===== config.mk =====
export PLATFORM = sky130hd
export DESIGN_NAME = gma_mem_unit
export DESIGN_NICKNAME = d
export VERILOG_FILES = /design/src/gma_pkg.sv /design/src/gma_atomic_alu.sv /design/src/gma_mem_unit.sv
export SDC_FILE = /design/constraint.sdc
export NUM_CORES = 2
export LEC_CHECK = 0
export ABC_AREA = 1
export BUFFER_PORTS_ARGS = -buffer_cell sky130_fd_sc_hd__buf_2
export CAP_MARGIN = 40
export CORE_ASPECT_RATIO = 1.25
export CORE_UTILIZATION = 35
export DETAILED_ROUTE_END_ITERATION = 8
export GPL_ROUTABILITY_DRIVEN = 0
export PLACE_DENSITY = 0.49
export SLEW_MARGIN = 10
export SYNTH_ARGS = -nofsm -noshare
export SYNTH_HDL_FRONTEND = slang
export SYNTH_SLANG_ARGS = --single-unit

===== constraint.sdc =====
create_clock -name clk_sys_i -period 13 [get_ports clk_sys_i]
set_input_delay 3.9 -clock clk_sys_i [delete_from_list [all_inputs] [get_ports clk_sys_i]]
set_output_delay 3.9 -clock clk_sys_i [all_outputs]
set_load 0.02 [all_outputs]

===== src/gma_pkg.sv =====
/*
 * Shared definitions of the generic address memory unit.
 * Assumes nothing of its surroundings; it holds definitions only.
 */
package gma_pkg;

   // ****************************************************************
   // Widths and fixed positions
   // ****************************************************************
   localparam int unsigned ADDR_W    = 64;
   localparam int unsigned DATA_W    = 128;
   localparam int unsigned DW_W      = 32;
   localparam int unsigned APER_W    = 16;
   localparam int unsigned APER_LSB  = 48;  // Aperture tag field position.
   localparam int unsigned NUM_AOP   = 13;  // Atomic functions per width.

   // ****************************************************************
   // Reset values
   // ****************************************************************
   localparam logic [3:0]  RST_BE    = 4'h0;
   localparam logic [1:0]  RST_BEAT  = 2'h0;
   localparam logic        RST_RDY   = 1'b1;

   // ****************************************************************
   // Operations; the two atomic groups must stay in the same order.
   // ****************************************************************
   typedef enum logic [5:0] {
      OP_LD_U8, OP_LD_I8, OP_LD_U16, OP_LD_I16,
      OP_LD_B32, OP_LD_B64, OP_LD_B96, OP_LD_B128,
      OP_ST_B8, OP_ST_B16, OP_ST_B32, OP_ST_B64, OP_ST_B96, OP_ST_B128,
      OP_LD_LO_U8, OP_LD_LO_I8, OP_LD_LO_B16,
      OP_UPPER_HALF_BYTE_LOAD, OP_LD_HI_I8, OP_LD_HI_B16,
      OP_UPPER_HALF_BYTE_STORE, OP_ST_HI_B16,
      OP_AT_SWAP, OP_AT_CMPSWAP, OP_AT_ADD, OP_AT_SUB,
      OP_AT_SMIN, OP_AT_UMIN, OP_AT_SMAX, OP_AT_UMAX,
      OP_AT_AND, OP_AT_OR, OP_AT_XOR,
      OP_ATOMIC_WRAP_INCREMENT, OP_ATOMIC_WRAP_DECREMENT,
      OP_AT64_SWAP, OP_COMPARE_SWAP_64, OP_AT64_ADD, OP_AT64_SUB,
      OP_AT64_SMIN, OP_AT64_UMIN, OP_AT64_SMAX, OP_AT64_UMAX,
      OP_AT64_AND, OP_AT64_OR, OP_AT64_XOR,
      OP_AT64_INC, OP_AT64_DEC
   } gma_op_t;

   typedef enum logic [3:0] {
      AOP_SWAP, AOP_CMPSWAP, AOP_ADD, AOP_SUB,
      AOP_SMIN, AOP_UMIN, AOP_SMAX, AOP_UMAX,
      AOP_AND, AOP_OR, AOP_XOR, AOP_INC, AOP_DEC
   } gma_aop_t;

   typedef enum logic [1:0] {
      SPC_GLOBAL, SPC_PRIVATE, SPC_SCRATCH
   } gma_space_t;

   typedef enum logic [1:0] {
      ST_IDLE, ST_RD, ST_EXEC, ST_WR
   } gma_state_t;

endpackage : gma_pkg


===== src/gma_atomic_alu.sv =====
/*
 * Read-modify-write logic for 32-bit and 64-bit atomics.
 * Assumes the caller holds the location locked while the result is used.
 */
`timescale 1ns/1ps
module gma_atomic_alu (
   input  wire gma_pkg::gma_aop_t aop_i,
   input  wire logic              is64_i,
   input  wire logic [63:0]       old_i,
   input  wire logic [63:0]       src_i,
   input  wire logic [63:0]       cmp_i,
   output logic      [63:0]       new_o,
   output logic                   wr_o
);
   import gma_pkg::*;

   logic [63:0] a;
   logic [63:0] b;
   logic [63:0] c;
   logic        sx;

   // Widen 32-bit operands so one 64-bit datapath serves both sizes;
   // signed forms sign-extend, all others zero-extend.
   always_comb begin
      sx = (aop_i == AOP_SMIN) || (aop_i == AOP_SMAX);
      if (is64_i) begin
         a = old_i;
         b = src_i;
         c = cmp_i;
      end else begin
         a = {{32{sx & old_i[31]}}, old_i[31:0]};
         b = {{32{sx & src_i[31]}}, src_i[31:0]};
         c = {32'h0, cmp_i[31:0]};
      end
   end

   // New memory value; a failed compare or an unlisted function suppresses the write.
   always_comb begin
      wr_o = 1'b1;
      case (aop_i)
         AOP_SWAP:    new_o = b;
         AOP_CMPSWAP: begin
            new_o = b;
            wr_o  = (a == c);
         end
         AOP_ADD:     new_o = a + b;
         AOP_SUB:     new_o = a - b;
         AOP_SMIN:    new_o = ($signed(b) < $signed(a)) ? b : a;
         AOP_UMIN:    new_o = (b < a) ? b : a;
         AOP_SMAX:    new_o = ($signed(b) > $signed(a)) ? b : a;
         AOP_UMAX:    new_o = (b > a) ? b : a;
         AOP_AND:     new_o = a & b;
         AOP_OR:      new_o = a | b;
         AOP_XOR:     new_o = a ^ b;
         AOP_INC:     new_o = (a >= b) ? 64'h0 : a + 64'h1;
         AOP_DEC:     new_o = ((a == 64'h0) || (a > b)) ? b
                              : a - 64'h1;
         default:     begin
            new_o = a;
            wr_o  = 1'b0;
         end
      endcase
   end

endmodule : gma_atomic_alu


===== src/gma_mem_unit.sv =====
/*
 * Per-lane generic address memory unit: classifies the address space,
 * runs loads, stores and atomics as dword beats to the memory path and
 * returns formatted data to the issue side.
 * Assumes one request at a time, a dword memory port acking each beat
 * for one cycle, and a memory path that blocks other masters while
 * the lock output is high.
 */
//
// Overview of operation
// - Classify each lane address as global, private or scratch.
// - Unsigned byte and halfword loads zero-fill upper bits.
// - Signed byte and halfword loads sign-extend to 32 bits.
// - Multi-dword loads fill slices lowest first from offsets 0,4,8,12.
// - Multi-dword stores write slices lowest first at offsets 0,4,8,12.
// - Byte and halfword stores touch only their own bytes.
// - Low-half loads write bits 15..0, keep 31..16.
// - High-half loads write bits 31..16, keep 15..0.
// - High-half stores take byte 23..16 or halfword 31..16.
// - Swap writes the operand and returns the old value.
// - 32-bit compare-swap: new in 31..0, compare in 63..32.
// - Add and subtract update memory and return the old value.
// - Signed and unsigned min and max store the choice, return old.
// - AND, OR, XOR store the bitwise result, return old.
// - Wrap increment stores zero if old >= operand, else old plus one.
// - Wrap decrement stores operand if old is zero or above it.
// - 64-bit atomics act like 32-bit ones on 64-bit values.
// - 64-bit compare-swap: new in 63..0, compare in 127..64.
// - 64-bit compare-swap writes back only the first two dwords.
//
`timescale 1ns/1ps
module gma_mem_unit (
   input  wire logic                   clk_sys_i,
   input  wire logic                   rst_b_i,
   input  wire logic                   req_valid_i,
   output logic                        req_ready_o,
   input  wire gma_pkg::gma_op_t       req_op_i,
   input  wire logic [63:0]            req_addr_i,
   input  wire logic [127:0]           req_data_i,
   input  wire logic [31:0]            req_dest_i,
   input  wire logic [15:0]            aper_private_i,
   input  wire logic [15:0]            aper_scratch_i,
   output logic                        mem_req_o,
   output logic                        mem_we_o,
   output logic [3:0]                  mem_be_o,
   output logic [63:0]                 mem_addr_o,
   output logic [31:0]                 mem_wdata_o,
   output gma_pkg::gma_space_t         mem_space_o,
   output logic                        mem_lock_o,
   input  wire logic                   mem_ack_i,
   input  wire logic [31:0]            mem_rdata_i,
   output logic                        rsp_valid_o,
   output logic [127:0]                rsp_data_o,
   output logic [3:0]                  rsp_dw_mask_o
);
   import gma_pkg::*;

   // ****************************************************************
   // State
   // ****************************************************************
   typedef struct packed {
      gma_state_t         st;
      gma_op_t            op;
      logic [63:0]        addr;
      logic [127:0]       data;
      logic [31:0]        dest;
      logic [1:0]         beat;
      logic [3:0][31:0]   rbuf;
      gma_space_t         spc;
      logic               rdy;
      logic               mreq;
      logic               mwe;
      logic [3:0]         mbe;
      logic [63:0]        maddr;
      logic [31:0]        mwdata;
      logic               lock;
      logic               rvld;
      logic [127:0]       rdata;
      logic [3:0]         rmask;
   } gma_regs_t;

   gma_regs_t r_ff;
   gma_regs_t nxt_r;

   // ****************************************************************
   // Decoding helpers
   // ****************************************************************

   // Atomics sit at the end of the operation list, 32-bit group first.
   function automatic logic is_atomic(input gma_op_t op);
      is_atomic = (op >= OP_AT_SWAP);
   endfunction : is_atomic

   function automatic logic is_at64(input gma_op_t op);
      is_at64 = (op >= OP_AT64_SWAP);
   endfunction : is_at64

   function automatic gma_aop_t aop_of(input gma_op_t op);
      logic [5:0] idx;
      idx = 6'(op) - 6'(OP_AT_SWAP);
      if (is_at64(op)) begin
         idx = idx - 6'(NUM_AOP);
      end
      aop_of = gma_aop_t'(idx[3:0]);
   endfunction : aop_of

   function automatic logic is_store(input gma_op_t op);
      is_store = ((op >= OP_ST_B8) && (op <= OP_ST_B128))
                 || (op == OP_UPPER_HALF_BYTE_STORE)
                 || (op == OP_ST_HI_B16);
   endfunction : is_store

   // Index of the last dword beat of an operation.
   function automatic logic [1:0] last_beat(input gma_op_t op);
      case (op)
         OP_LD_B64, OP_ST_B64:   last_beat = 2'h1;
         OP_LD_B96, OP_ST_B96:   last_beat = 2'h2;
         OP_LD_B128, OP_ST_B128: last_beat = 2'h3;
         default:                last_beat = is_at64(op) ? 2'h1 : 2'h0;
      endcase
   endfunction : last_beat

   // Dword-aligned beat address: lane address plus 0, 4, 8 or 12.
   function automatic logic [63:0] beat_addr(input logic [63:0] a,
                                             input logic [1:0]  b);
      beat_addr = {a[63:2], 2'b00} + {60'h0, b, 2'b00};
   endfunction : beat_addr

   // Top address bits select the space.
   function automatic gma_space_t classify(input logic [63:0] a,
                                           input logic [15:0] pb,
                                           input logic [15:0] sb);
      if (a[63:APER_LSB] == pb) begin
         classify = SPC_PRIVATE;
      end else if (a[63:APER_LSB] == sb) begin
         classify = SPC_SCRATCH;
      end else begin
         classify = SPC_GLOBAL;
      end
   endfunction : classify

   // Byte enables and replicated data for one store beat.
   function automatic logic [35:0] store_lane(input gma_op_t      op,
                                              input logic [1:0]   lo,
                                              input logic [127:0] d,
                                              input logic [1:0]   b);
      logic [3:0] be;
      be = 4'h1 << lo;
      case (op)
         OP_ST_B8:      store_lane = {be, {4{d[7:0]}}};
         OP_ST_B16:     store_lane = {lo[1] ? 4'hc : 4'h3,
                                      {2{d[15:0]}}};
         OP_UPPER_HALF_BYTE_STORE:
                        store_lane = {be, {4{d[23:16]}}};
         OP_ST_HI_B16:  store_lane = {lo[1] ? 4'hc : 4'h3,
                                      {2{d[31:16]}}};
         default:       store_lane = {4'hf, d[32*b +: 32]};
      endcase
   endfunction : store_lane

   // Formats a finished load and its dword mask.
   function automatic logic [131:0] load_fmt(input gma_op_t          op,
                                             input logic [1:0]       lo,
                                             input logic [3:0][31:0] rb,
                                             input logic [31:0]      dst);
      logic [7:0]  by;
      logic [15:0] hw;
      by = 8'(rb[0] >> {lo, 3'b000});
      hw = lo[1] ? rb[0][31:16] : rb[0][15:0];
      case (op)
         OP_LD_U8:   load_fmt = {4'h1, 96'h0, 24'h0, by};
         OP_LD_U16:  load_fmt = {4'h1, 96'h0, 16'h0, hw};
         OP_LD_I8:   load_fmt = {4'h1, 96'h0, {24{by[7]}}, by};
         OP_LD_I16:  load_fmt = {4'h1, 96'h0, {16{hw[15]}}, hw};
         OP_LD_B32:  load_fmt = {4'h1, 96'h0, rb[0]};
         OP_LD_B64:  load_fmt = {4'h3, 64'h0, rb[1], rb[0]};
         OP_LD_B96:  load_fmt = {4'h7, 32'h0, rb[2], rb[1], rb[0]};
         OP_LD_B128: load_fmt = {4'hf, rb};
         OP_LD_LO_U8:
            load_fmt = {4'h1, 96'h0, dst[31:16], 8'h0, by};
         OP_LD_LO_I8:
            load_fmt = {4'h1, 96'h0, dst[31:16], {8{by[7]}}, by};
         OP_LD_LO_B16:
            load_fmt = {4'h1, 96'h0, dst[31:16], hw};
         OP_UPPER_HALF_BYTE_LOAD:
            load_fmt = {4'h1, 96'h0, 8'h0, by, dst[15:0]};
         OP_LD_HI_I8:
            load_fmt = {4'h1, 96'h0, {8{by[7]}}, by, dst[15:0]};
         OP_LD_HI_B16:
            load_fmt = {4'h1, 96'h0, hw, dst[15:0]};
         default:    load_fmt = {4'h0, 128'h0};
      endcase
   endfunction : load_fmt

   // ****************************************************************
   // Atomic datapath
   // ****************************************************************
   logic        at64;
   logic [63:0] alu_src;
   logic [63:0] alu_cmp;
   logic [63:0] alu_new;
   logic        alu_wr;

   // Operand fields: compare value sits above the new value.
   assign at64    = is_at64(r_ff.op);
   assign alu_src = at64 ? r_ff.data[63:0]
                         : {32'h0, r_ff.data[31:0]};
   assign alu_cmp = at64 ? r_ff.data[127:64]
                         : {32'h0, r_ff.data[63:32]};

   gma_atomic_alu u_alu (
      .aop_i  (aop_of(r_ff.op)),
      .is64_i (at64),
      .old_i  ({r_ff.rbuf[1], r_ff.rbuf[0]}),
      .src_i  (alu_src),
      .cmp_i  (alu_cmp),
      .new_o  (alu_new),
      .wr_o   (alu_wr)
   );

   // ****************************************************************
   // Sequencer
   // ****************************************************************

   // The beat counter walks the dwords; the memory request stays high
   // until the last ack.
   always_comb begin
      nxt_r      = r_ff;
      nxt_r.rvld = 1'b0;
      case (r_ff.st)
         ST_IDLE: begin
            if (req_valid_i) begin
               nxt_r.op    = req_op_i;
               nxt_r.addr  = req_addr_i;
               nxt_r.data  = req_data_i;
               nxt_r.dest  = req_dest_i;
               nxt_r.beat  = RST_BEAT;
               nxt_r.rdy   = 1'b0;
               nxt_r.spc   = classify(req_addr_i, aper_private_i,
                                      aper_scratch_i);
               nxt_r.mreq  = 1'b1;
               nxt_r.maddr = beat_addr(req_addr_i, RST_BEAT);
               // Lock is raised with the first read of an atomic.
               nxt_r.lock  = is_atomic(req_op_i);
               if (is_store(req_op_i)) begin
                  nxt_r.st  = ST_WR;
                  nxt_r.mwe = 1'b1;
                  {nxt_r.mbe, nxt_r.mwdata} =
                     store_lane(req_op_i, req_addr_i[1:0], req_data_i,
                                RST_BEAT);
               end else begin
                  nxt_r.st  = ST_RD;
                  nxt_r.mwe = 1'b0;
                  nxt_r.mbe = 4'hf;
               end
            end
         end
         ST_RD: begin
            if (mem_ack_i) begin
               nxt_r.rbuf[r_ff.beat] = mem_rdata_i;
               if (r_ff.beat == last_beat(r_ff.op)) begin
                  nxt_r.mreq = 1'b0;
                  if (is_atomic(r_ff.op)) begin
                     nxt_r.st = ST_EXEC;
                  end else begin
                     {nxt_r.rmask, nxt_r.rdata} =
                        load_fmt(r_ff.op, r_ff.addr[1:0], nxt_r.rbuf,
                                 r_ff.dest);
                     nxt_r.rvld = 1'b1;
                     nxt_r.rdy  = 1'b1;
                     nxt_r.st   = ST_IDLE;
                  end
               end else begin
                  nxt_r.beat  = r_ff.beat + 2'h1;
                  nxt_r.maddr = beat_addr(r_ff.addr, nxt_r.beat);
               end
            end
         end
         ST_EXEC: begin
            // Old value goes back; a 64-bit result only fills two dwords.
            if (at64) begin
               nxt_r.rdata = {64'h0, r_ff.rbuf[1], r_ff.rbuf[0]};
               nxt_r.rmask = 4'h3;
            end else begin
               nxt_r.rdata = {96'h0, r_ff.rbuf[0]};
               nxt_r.rmask = 4'h1;
            end
            if (alu_wr) begin
               nxt_r.data[63:0] = alu_new;
               nxt_r.st         = ST_WR;
               nxt_r.beat       = RST_BEAT;
               nxt_r.mreq       = 1'b1;
               nxt_r.mwe        = 1'b1;
               nxt_r.mbe        = 4'hf;
               nxt_r.mwdata     = alu_new[31:0];
               nxt_r.maddr      = beat_addr(r_ff.addr, RST_BEAT);
            end else begin
               // A failed compare ends without touching memory.
               nxt_r.lock = 1'b0;
               nxt_r.rvld = 1'b1;
               nxt_r.rdy  = 1'b1;
               nxt_r.st   = ST_IDLE;
            end
         end
         ST_WR: begin
            if (mem_ack_i) begin
               if (r_ff.beat == last_beat(r_ff.op)) begin
                  nxt_r.mreq = 1'b0;
                  nxt_r.mwe  = 1'b0;
                  nxt_r.mbe  = RST_BE;
                  // On the write path, lock falls only after the last write is accepted.
                  nxt_r.lock = 1'b0;
                  nxt_r.rvld = 1'b1;
                  nxt_r.rdy  = 1'b1;
                  nxt_r.st   = ST_IDLE;
                  if (!is_atomic(r_ff.op)) begin
                     nxt_r.rmask = 4'h0;
                  end
               end else begin
                  nxt_r.beat  = r_ff.beat + 2'h1;
                  nxt_r.maddr = beat_addr(r_ff.addr, nxt_r.beat);
                  {nxt_r.mbe, nxt_r.mwdata} =
                     store_lane(r_ff.op, r_ff.addr[1:0], r_ff.data,
                                nxt_r.beat);
               end
            end
         end
         default: begin
            nxt_r.st  = ST_IDLE;
            nxt_r.rdy = RST_RDY;
         end
      endcase
   end

   // ****************************************************************
   // Registers
   // ****************************************************************

   // All clears to idle except ready, which resets high.
   always_ff @(posedge clk_sys_i or negedge rst_b_i) begin
      if (!rst_b_i) begin
         r_ff     <= '0;
         r_ff.rdy <= RST_RDY;
      end else begin
         r_ff <= nxt_r;
      end
   end

   // ****************************************************************
   // Outputs
   // ****************************************************************
   assign req_ready_o   = r_ff.rdy;
   assign mem_req_o     = r_ff.mreq;
   assign mem_we_o      = r_ff.mwe;
   assign mem_be_o      = r_ff.mbe;
   assign mem_addr_o    = r_ff.maddr;
   assign mem_wdata_o   = r_ff.mwdata;
   assign mem_space_o   = r_ff.spc;
   assign mem_lock_o    = r_ff.lock;
   assign rsp_valid_o   = r_ff.rvld;
   assign rsp_data_o    = r_ff.rdata;
   assign rsp_dw_mask_o = r_ff.rmask;

endmodule : gma_mem_unit


After elaboration in Yosys (flattened, before gate mapping)
Index checks and enable logic that the tools add are counted.
{"block": "totals", "reg_bits": 601, "output_inout_bits": 239, "elab_cells": 217}
{"block": "classes", "n_addsub": 8, "n_lt_le_gt_ge": 13, "n_eq_ne": 56, "shifts": 4, "mux": 77, "bitwise_logic": 5, "n_reduce_logical": 32}
{"cell": "case mux 132 bit (14 select lines)", "count": 1}
{"cell": "2-to-1 mux 64 bit", "count": 14}
{"cell": "case mux 64 bit (12 select lines)", "count": 1}
{"cell": "2-to-1 mux 133 bit", "count": 3}
{"cell": "case mux 36 bit (4 select lines)", "count": 2}
{"cell": "case mux 128 bit (2 select lines)", "count": 1}
{"cell": "case mux 64 bit (4 select lines)", "count": 1}
{"cell": "2-to-1 mux 234 bit", "count": 1}
{"cell": "greater-than comparator 64 bit", "count": 3}
{"cell": "2-to-1 mux 130 bit", "count": 1}
{"cell": "bitwise mux 128 bit", "count": 1}
{"cell": "less-than comparator 64 bit", "count": 2}
{"cell": "case mux 64 bit (2 select lines)", "count": 1}
{"cell": "variable part select 128 x 8 -> 32 bit", "count": 1}
{"cell": "2-to-1 mux 105 bit", "count": 1}
{"cell": "2-to-1 mux 104 bit", "count": 1}
{"cell": "2-to-1 mux 102 bit", "count": 1}
{"cell": "case mux 33 bit (3 select lines)", "count": 1}
{"cell": "2-to-1 mux 96 bit", "count": 1}
{"cell": "2-to-1 mux 68 bit", "count": 1}
{"cell": "adder 64 x 1 -> 64 bit, second input constant", "count": 1}
{"cell": "adder 64 x 4 -> 64 bit", "count": 1}
{"cell": "adder 64 bit", "count": 1}
{"cell": "AND 64 bit", "count": 1}
{"cell": "62 further kinds", "count": 152}

Depth between registers and ports, before layout
{"block": "depth", "depth_word": 13, "depth_mapped": 39}

Hierarchy
Synthesis repeated with hierarchy kept, for this count alone.
{"block": "unflattened", "hier_cells": 10194, "hier_area_um2": 60715.7}
{"mod": "gma_mem_unit", "instances": 1, "cells_each": 5423, "area_each_um2": 36635.1, "seq_area_each_um2": 14990.6}
{"mod": "gma_atomic_alu", "instances": 1, "cells_each": 4771, "area_each_um2": 24080.6, "seq_area_each_um2": 0.0}

Worst setup path before layout
No wires, ideal clock.
{"block": "synth_timing", "kind": "in2reg", "from": "input port req_op_i[5]", "to": "register r_ff, in the netlist mem_wdata_o[25]", "t_arrival_ns": 5.758, "t_required_ns": 12.884, "setup_slack_ns": 7.126, "cell_stages": 11, "path_cell_list": "nor2_1 inv_1 nor4_1 nor2_1 nand2_1 clkbuf_1 o21ai_0 nor2_1 nor2_1 nand2_1 nand2_1"}
{"block": "synth_via", "elab_chain_cells": 6, "word_cells_on_any_way": 15}
{"item": "start, declared", "line_no": "gma_mem_unit.sv:37", "source": "input wire gma_pkg::gma_op_t req_op_i,"}
{"item": ">= comparator 6 x 4 -> 1 bit or <= comparator 6 x 4 -> 1 bit (tied branches)", "line_no": "gma_mem_unit.sv:108", "source": "is_store = ((op >= OP_ST_B8) && (op <= OP_ST_B128))"}
{"item": "logical AND 1 bit", "line_no": "gma_mem_unit.sv:108"}
{"item": "logical OR 1 bit", "line_no": "gma_mem_unit.sv:109", "source": "|| (op == OP_UPPER_HALF_BYTE_STORE)"}
{"item": "logical OR 1 bit", "line_no": "gma_mem_unit.sv:110", "source": "|| (op == OP_ST_HI_B16);"}
{"item": "!= test 2 bit (no source line)"}
{"item": "AND reduction 6 bit (no source line)"}
{"item": "end signal, assigned", "line_no": "gma_mem_unit.sv:345", "source": "r_ff <= nxt_r;"}
{"item": "end, declared", "line_no": "gma_mem_unit.sv:82", "source": "gma_regs_t r_ff;"}
Several ways; a longest one is shown, not always the timed one. The select of a mux whose other input is x is not followed.
A chain may end at the register's enable or synchronous reset.

Worst setup path after layout
{"block": "layout_timing", "from": "register r_ff[593] in the netlist's numbering", "to": "register r_ff, in the netlist mem_wdata_o[12]"}
{"block": "layout_via", "elab_chain_cells": 13, "word_cells_on_any_way": 70}
{"item": "subtractor 4 x 3 -> 4 bit", "line_no": "gma_mem_unit.sv:100", "source": "idx = 6'(op) - 6'(OP_AT_SWAP);"}
{"item": "subtractor 4 bit", "line_no": "gma_mem_unit.sv:102", "source": "idx = idx - 6'(NUM_AOP);"}
{"item": "2-to-1 mux 4 bit", "line_no": "gma_mem_unit.sv:101", "source": "if (is_at64(op)) begin"}
{"item": "== test 4 x 3 -> 1 bit", "line_no": "gma_atomic_alu.sv:25, gma_atomic_alu.sv:40"}
{"item": "logical OR 1 bit", "line_no": "gma_atomic_alu.sv:25", "source": "sx = (aop_i == AOP_SMIN) || (aop_i == AOP_SMAX);"}
{"item": "AND 1 bit, on equally long branches", "line_no": "gma_atomic_alu.sv:31, gma_atomic_alu.sv:32"}
{"item": "2-to-1 mux 64 bit", "line_no": "gma_atomic_alu.sv:26", "source": "if (is64_i) begin"}
{"item": "greater-than comparator 64 bit or logical NOT 64 bit (tied branches)", "line_no": "gma_atomic_alu.sv:56", "source": "AOP_DEC: new_o = ((a == 64'h0) || (a > b)) ? b"}
{"item": "logical OR 1 bit", "line_no": "gma_atomic_alu.sv:56"}
{"item": "2-to-1 mux 64 bit", "line_no": "gma_atomic_alu.sv:56"}
{"item": "case mux 64 bit (12 select lines)", "line_no": "gma_atomic_alu.sv:40", "source": "case (aop_i)"}
{"item": "2-to-1 mux 102 bit", "line_no": "gma_mem_unit.sv:288", "source": "if (alu_wr) begin"}
{"item": "case mux 33 bit (3 select lines)", "line_no": "gma_mem_unit.sv:230", "source": "case (r_ff.st)"}
Several ways; a longest one is shown, not always the timed one. The select of a mux whose other input is x is not followed.

==> results.yml <==
outcome:
  status: "finished clean"
placed_design:
  io_buffers: 534
  dp_hpwl_um: 261000
flow_run:
  drv_cap: 0
worst_setup_path:
  crit-reg2reg-launch: "r_ff[593]$_DFFE_PN0P_"
  crit_fanout: 64
  cpMostUsedCell: "nand2_1"
  critPathSlowestCell: "buf_4"
  rrSetupSlack_ns: 4.47
  slowest_delay_ns: 0.66
  worst_setup_path_start_kind: "flop"
  worstSetupStartpoint: "r_ff[593]$_DFFE_PN0P_"
  r2r_cells: 31
  worstPathArrival_ns: 9.11
  worstSetupEndpointType: "flop"
  worstPathRequired_ns: 13.58
  r2r_end: "mem_wdata_o[12]$_DFFE_PN0P_"
  path_class: "flop to flop"
clock_tree:
  clk_path_buf_depth: 3
  clkLatencyLatePin_ns: 0.69
  cts-buffers-inserted: 67
  post_cts_resize_count: 0
  clk_pin_slew_ns: 0.07
  cts_tree: "done"
  cts.sinks: 599
  htreeDepth: 3
  cts_setup_buffers: 0
  cts_hold_buf: 0
  root_buffer: "clkbuf_16"
final_layout:
  area_growth_pct: 9.85
  finalNetCount: 10059
  drive_gt1_share_pct: 10.4
  multi_input_area_um2: 36400
  final_util_pct: 38.8
  regArea_um2: 15000
  nFillCells: 18384
route:
  routed-via-count: 70145
  ant_nets: 0
  wl_per_cell_um: 28.9
  viasPerCell: 5.96
  detail_route.first_pass.iterations: 7
  routed_wl_um: 340000
  drcViolationCount: 0
  drt_iter0_drc: 9817
floorplanning:
  die_h_um: 459
  coreArea_um2: 166000
  ios: 537
  dieArea_um2: 169000
  start_util_pct: 35.3
  die_w_um: 368
  rows: 167
min_path:
  hold_end: "mem_addr_o[51]$_DFFE_PN0P_"
  hp-class: "flop to flop"
  holdPathStages: 2
  min_from: "mem_addr_o[51]$_DFFE_PN0P_"
synth:
  yosys-top-cells-count: "nand2_1, nor2_1, o21ai_0"
  syn_avg_cell_area_um2: 6.20
  synth_most_common_cell: "nand2_1"
  netlist_top_cells_area: "dfrtp_1, nand2_1, o21ai_0, nor2_1, a21oi_1"
  synth.distinct_cells: 60
  yosys_warnings: 0
  synth.yosys.seq_area_share_pct: 25.6
  synth_area_leader_cell: "dfrtp_1"
  synth-seq-cells: 599
  synthDominantCellAreaShare_pct: 25.5
  synth_edf_count: 0
  async_flop_share_pct: 100
  syn_inst: 9449
  syn_area_um2: 58600
  ys.flop_type: "dfrtp_1"
timing:
  finalClockSkew_ns: 0.0429
  period_share_pct: 65.6
  finalSetupViolations: 0
  slew_violations: 0
  finalSetupTns_ns: 0
  hold_viol_final: 0
  rsz0062_at_grt: "false"
  period_needed_ns: 8.53
  max_freq_mhz: 117
  max_slew_margin_pct: 33.1
  tightestPinTransition_ns: 1.00
global_routing:
  grt_pass1_vias: 64493
  antenna_found_initial: 44
  grt-ovfl-total: 0
  grt_pass1_wl_um: 475000
  grt_max_degree: 140
  grtUsageTotal_pct: 38.7
sequential cells by signal, summed over array words and instances (netlist names):
name and count:
rsp_valid_o 1, mem_wdata_o 32, req_ready_o 1, mem_addr_o 62, rsp_dw_mask_o 4, mem_we_o 1
mem_be_o 4, r_ff 362, mem_space_o 2, mem_lock_o 1, mem_req_o 1, rsp_data_o 128
placed cells by master (no fill, tap or decap), types with 22 or more instances in the layout:
| cell type | Yosys | layout |
|---|---|---|
| inv_1 | 863 | 858 |
| or2_2 | 29 | 29 |
| o2111ai_1 | 31 | 31 |
| a21boi_0 | 35 | 35 |
| o211ai_1 | 76 | 76 |
| nor3_1 | 130 | 129 |
| nand2_1 | 2415 | 2408 |
| nand3_1 | 662 | 662 |
| nor2_1 | 1048 | 1038 |
| o221ai_1 | 29 | 29 |
| o41ai_1 | 40 | 40 |
| ha_1 | 272 | 268 |
| nand4_1 | 139 | 139 |
| a21o_1 | 22 | 22 |
| nand2_2 | 24 | 28 |
| xor2_1 | 134 | 134 |
| buf_2 | 101 | 552 |
| mux2i_1 | 32 | 32 |
| o21ai_1 | 40 | 47 |
| a31oi_1 | 50 | 50 |
| o21bai_1 | 29 | 29 |
| o21ai_0 | 929 | 922 |
| diode_2 | 0 | 31 |
| a21oi_1 | 703 | 703 |
| inv_2 | 31 | 34 |
| o22ai_1 | 97 | 97 |
| dfrtp_1 | 598 | 596 |
| nor4_1 | 40 | 39 |
| clkbuf_16 | 0 | 69 |
| buf_4 | 247 | 143 |
worst max-delay path by stage:
stage / endpoint
after global placement: mem_wdata_o[24]$_DFFE_PN0P_
after CTS: mem_wdata_o[12]$_DFFE_PN0P_
after global routing: mem_wdata_o[15]$_DFFE_PN0P_
after detailed placement: mem_wdata_o[12]$_DFFE_PN0P_
after floorplan: mem_wdata_o[25]$_DFFE_PN0P_
final: mem_wdata_o[12]$_DFFE_PN0P_
per-layer routing:
metal	track usage, %	share of wire, %	vias to the layer above
li1	-	-	31111
met1	46.6	37	33044
met2	56.9	42	4753
met3	12.2	12	1199
met4	30.6	9.4	38
met5	0	0.069	-
logic make-up (layout without fill, tap and decap cells):
group,count (synthesis),in the layout,synth area share [%]
xor+xnor,148,148,2.21
simple gates,4556,4556,32.4
buf+inv,1665,1753,12.6
fa+ha+maj,275,275,5.91
other cells,1,33,0.00640
mux,32,32,0.547
compound gates,2173,2173,20.7
flops,599,599,25.6
final cells by class:
type | count | area share (%)
Sequential cell | 599 | 23.3
Multi-Input combinational cell | 7186 | 56.5
Timing Repair Buffer | 718 | 6.76
Antenna cell | 31 | 0.121
Tap cell | 2197 | 4.27
Clock inverter | 34 | 0.778
Inverter | 914 | 5.35
Clock buffer | 87 | 2.94
critical path, delay by kind of cell, from the launching register on:
kind	cells	cell delay, ns
XOR/XNOR	1	0.38
adder cells (fa/ha/maj)	2	0.63
buffers and inverters	4	2.03
flip-flops	1	0.45
AND/OR/NAND/NOR	24	4.79
per-stage QoR:
step                cell area (um2)  hold slack [ns]  std cells  setup WS (ns)
floorplan                     58600            0.442       9450           7.13
global placement              61200            0.457      11562           4.64
detailed placement            61800            0.458      11598           4.76
CTS                           64200            0.476      11719           4.74
global route                  64300            0.497      11745           4.05
finish                        64400            0.473      11766           4.47
Power is not shown: default switching activity piles up to over one toggle a cycle in this logic, so the estimate is an artifact.
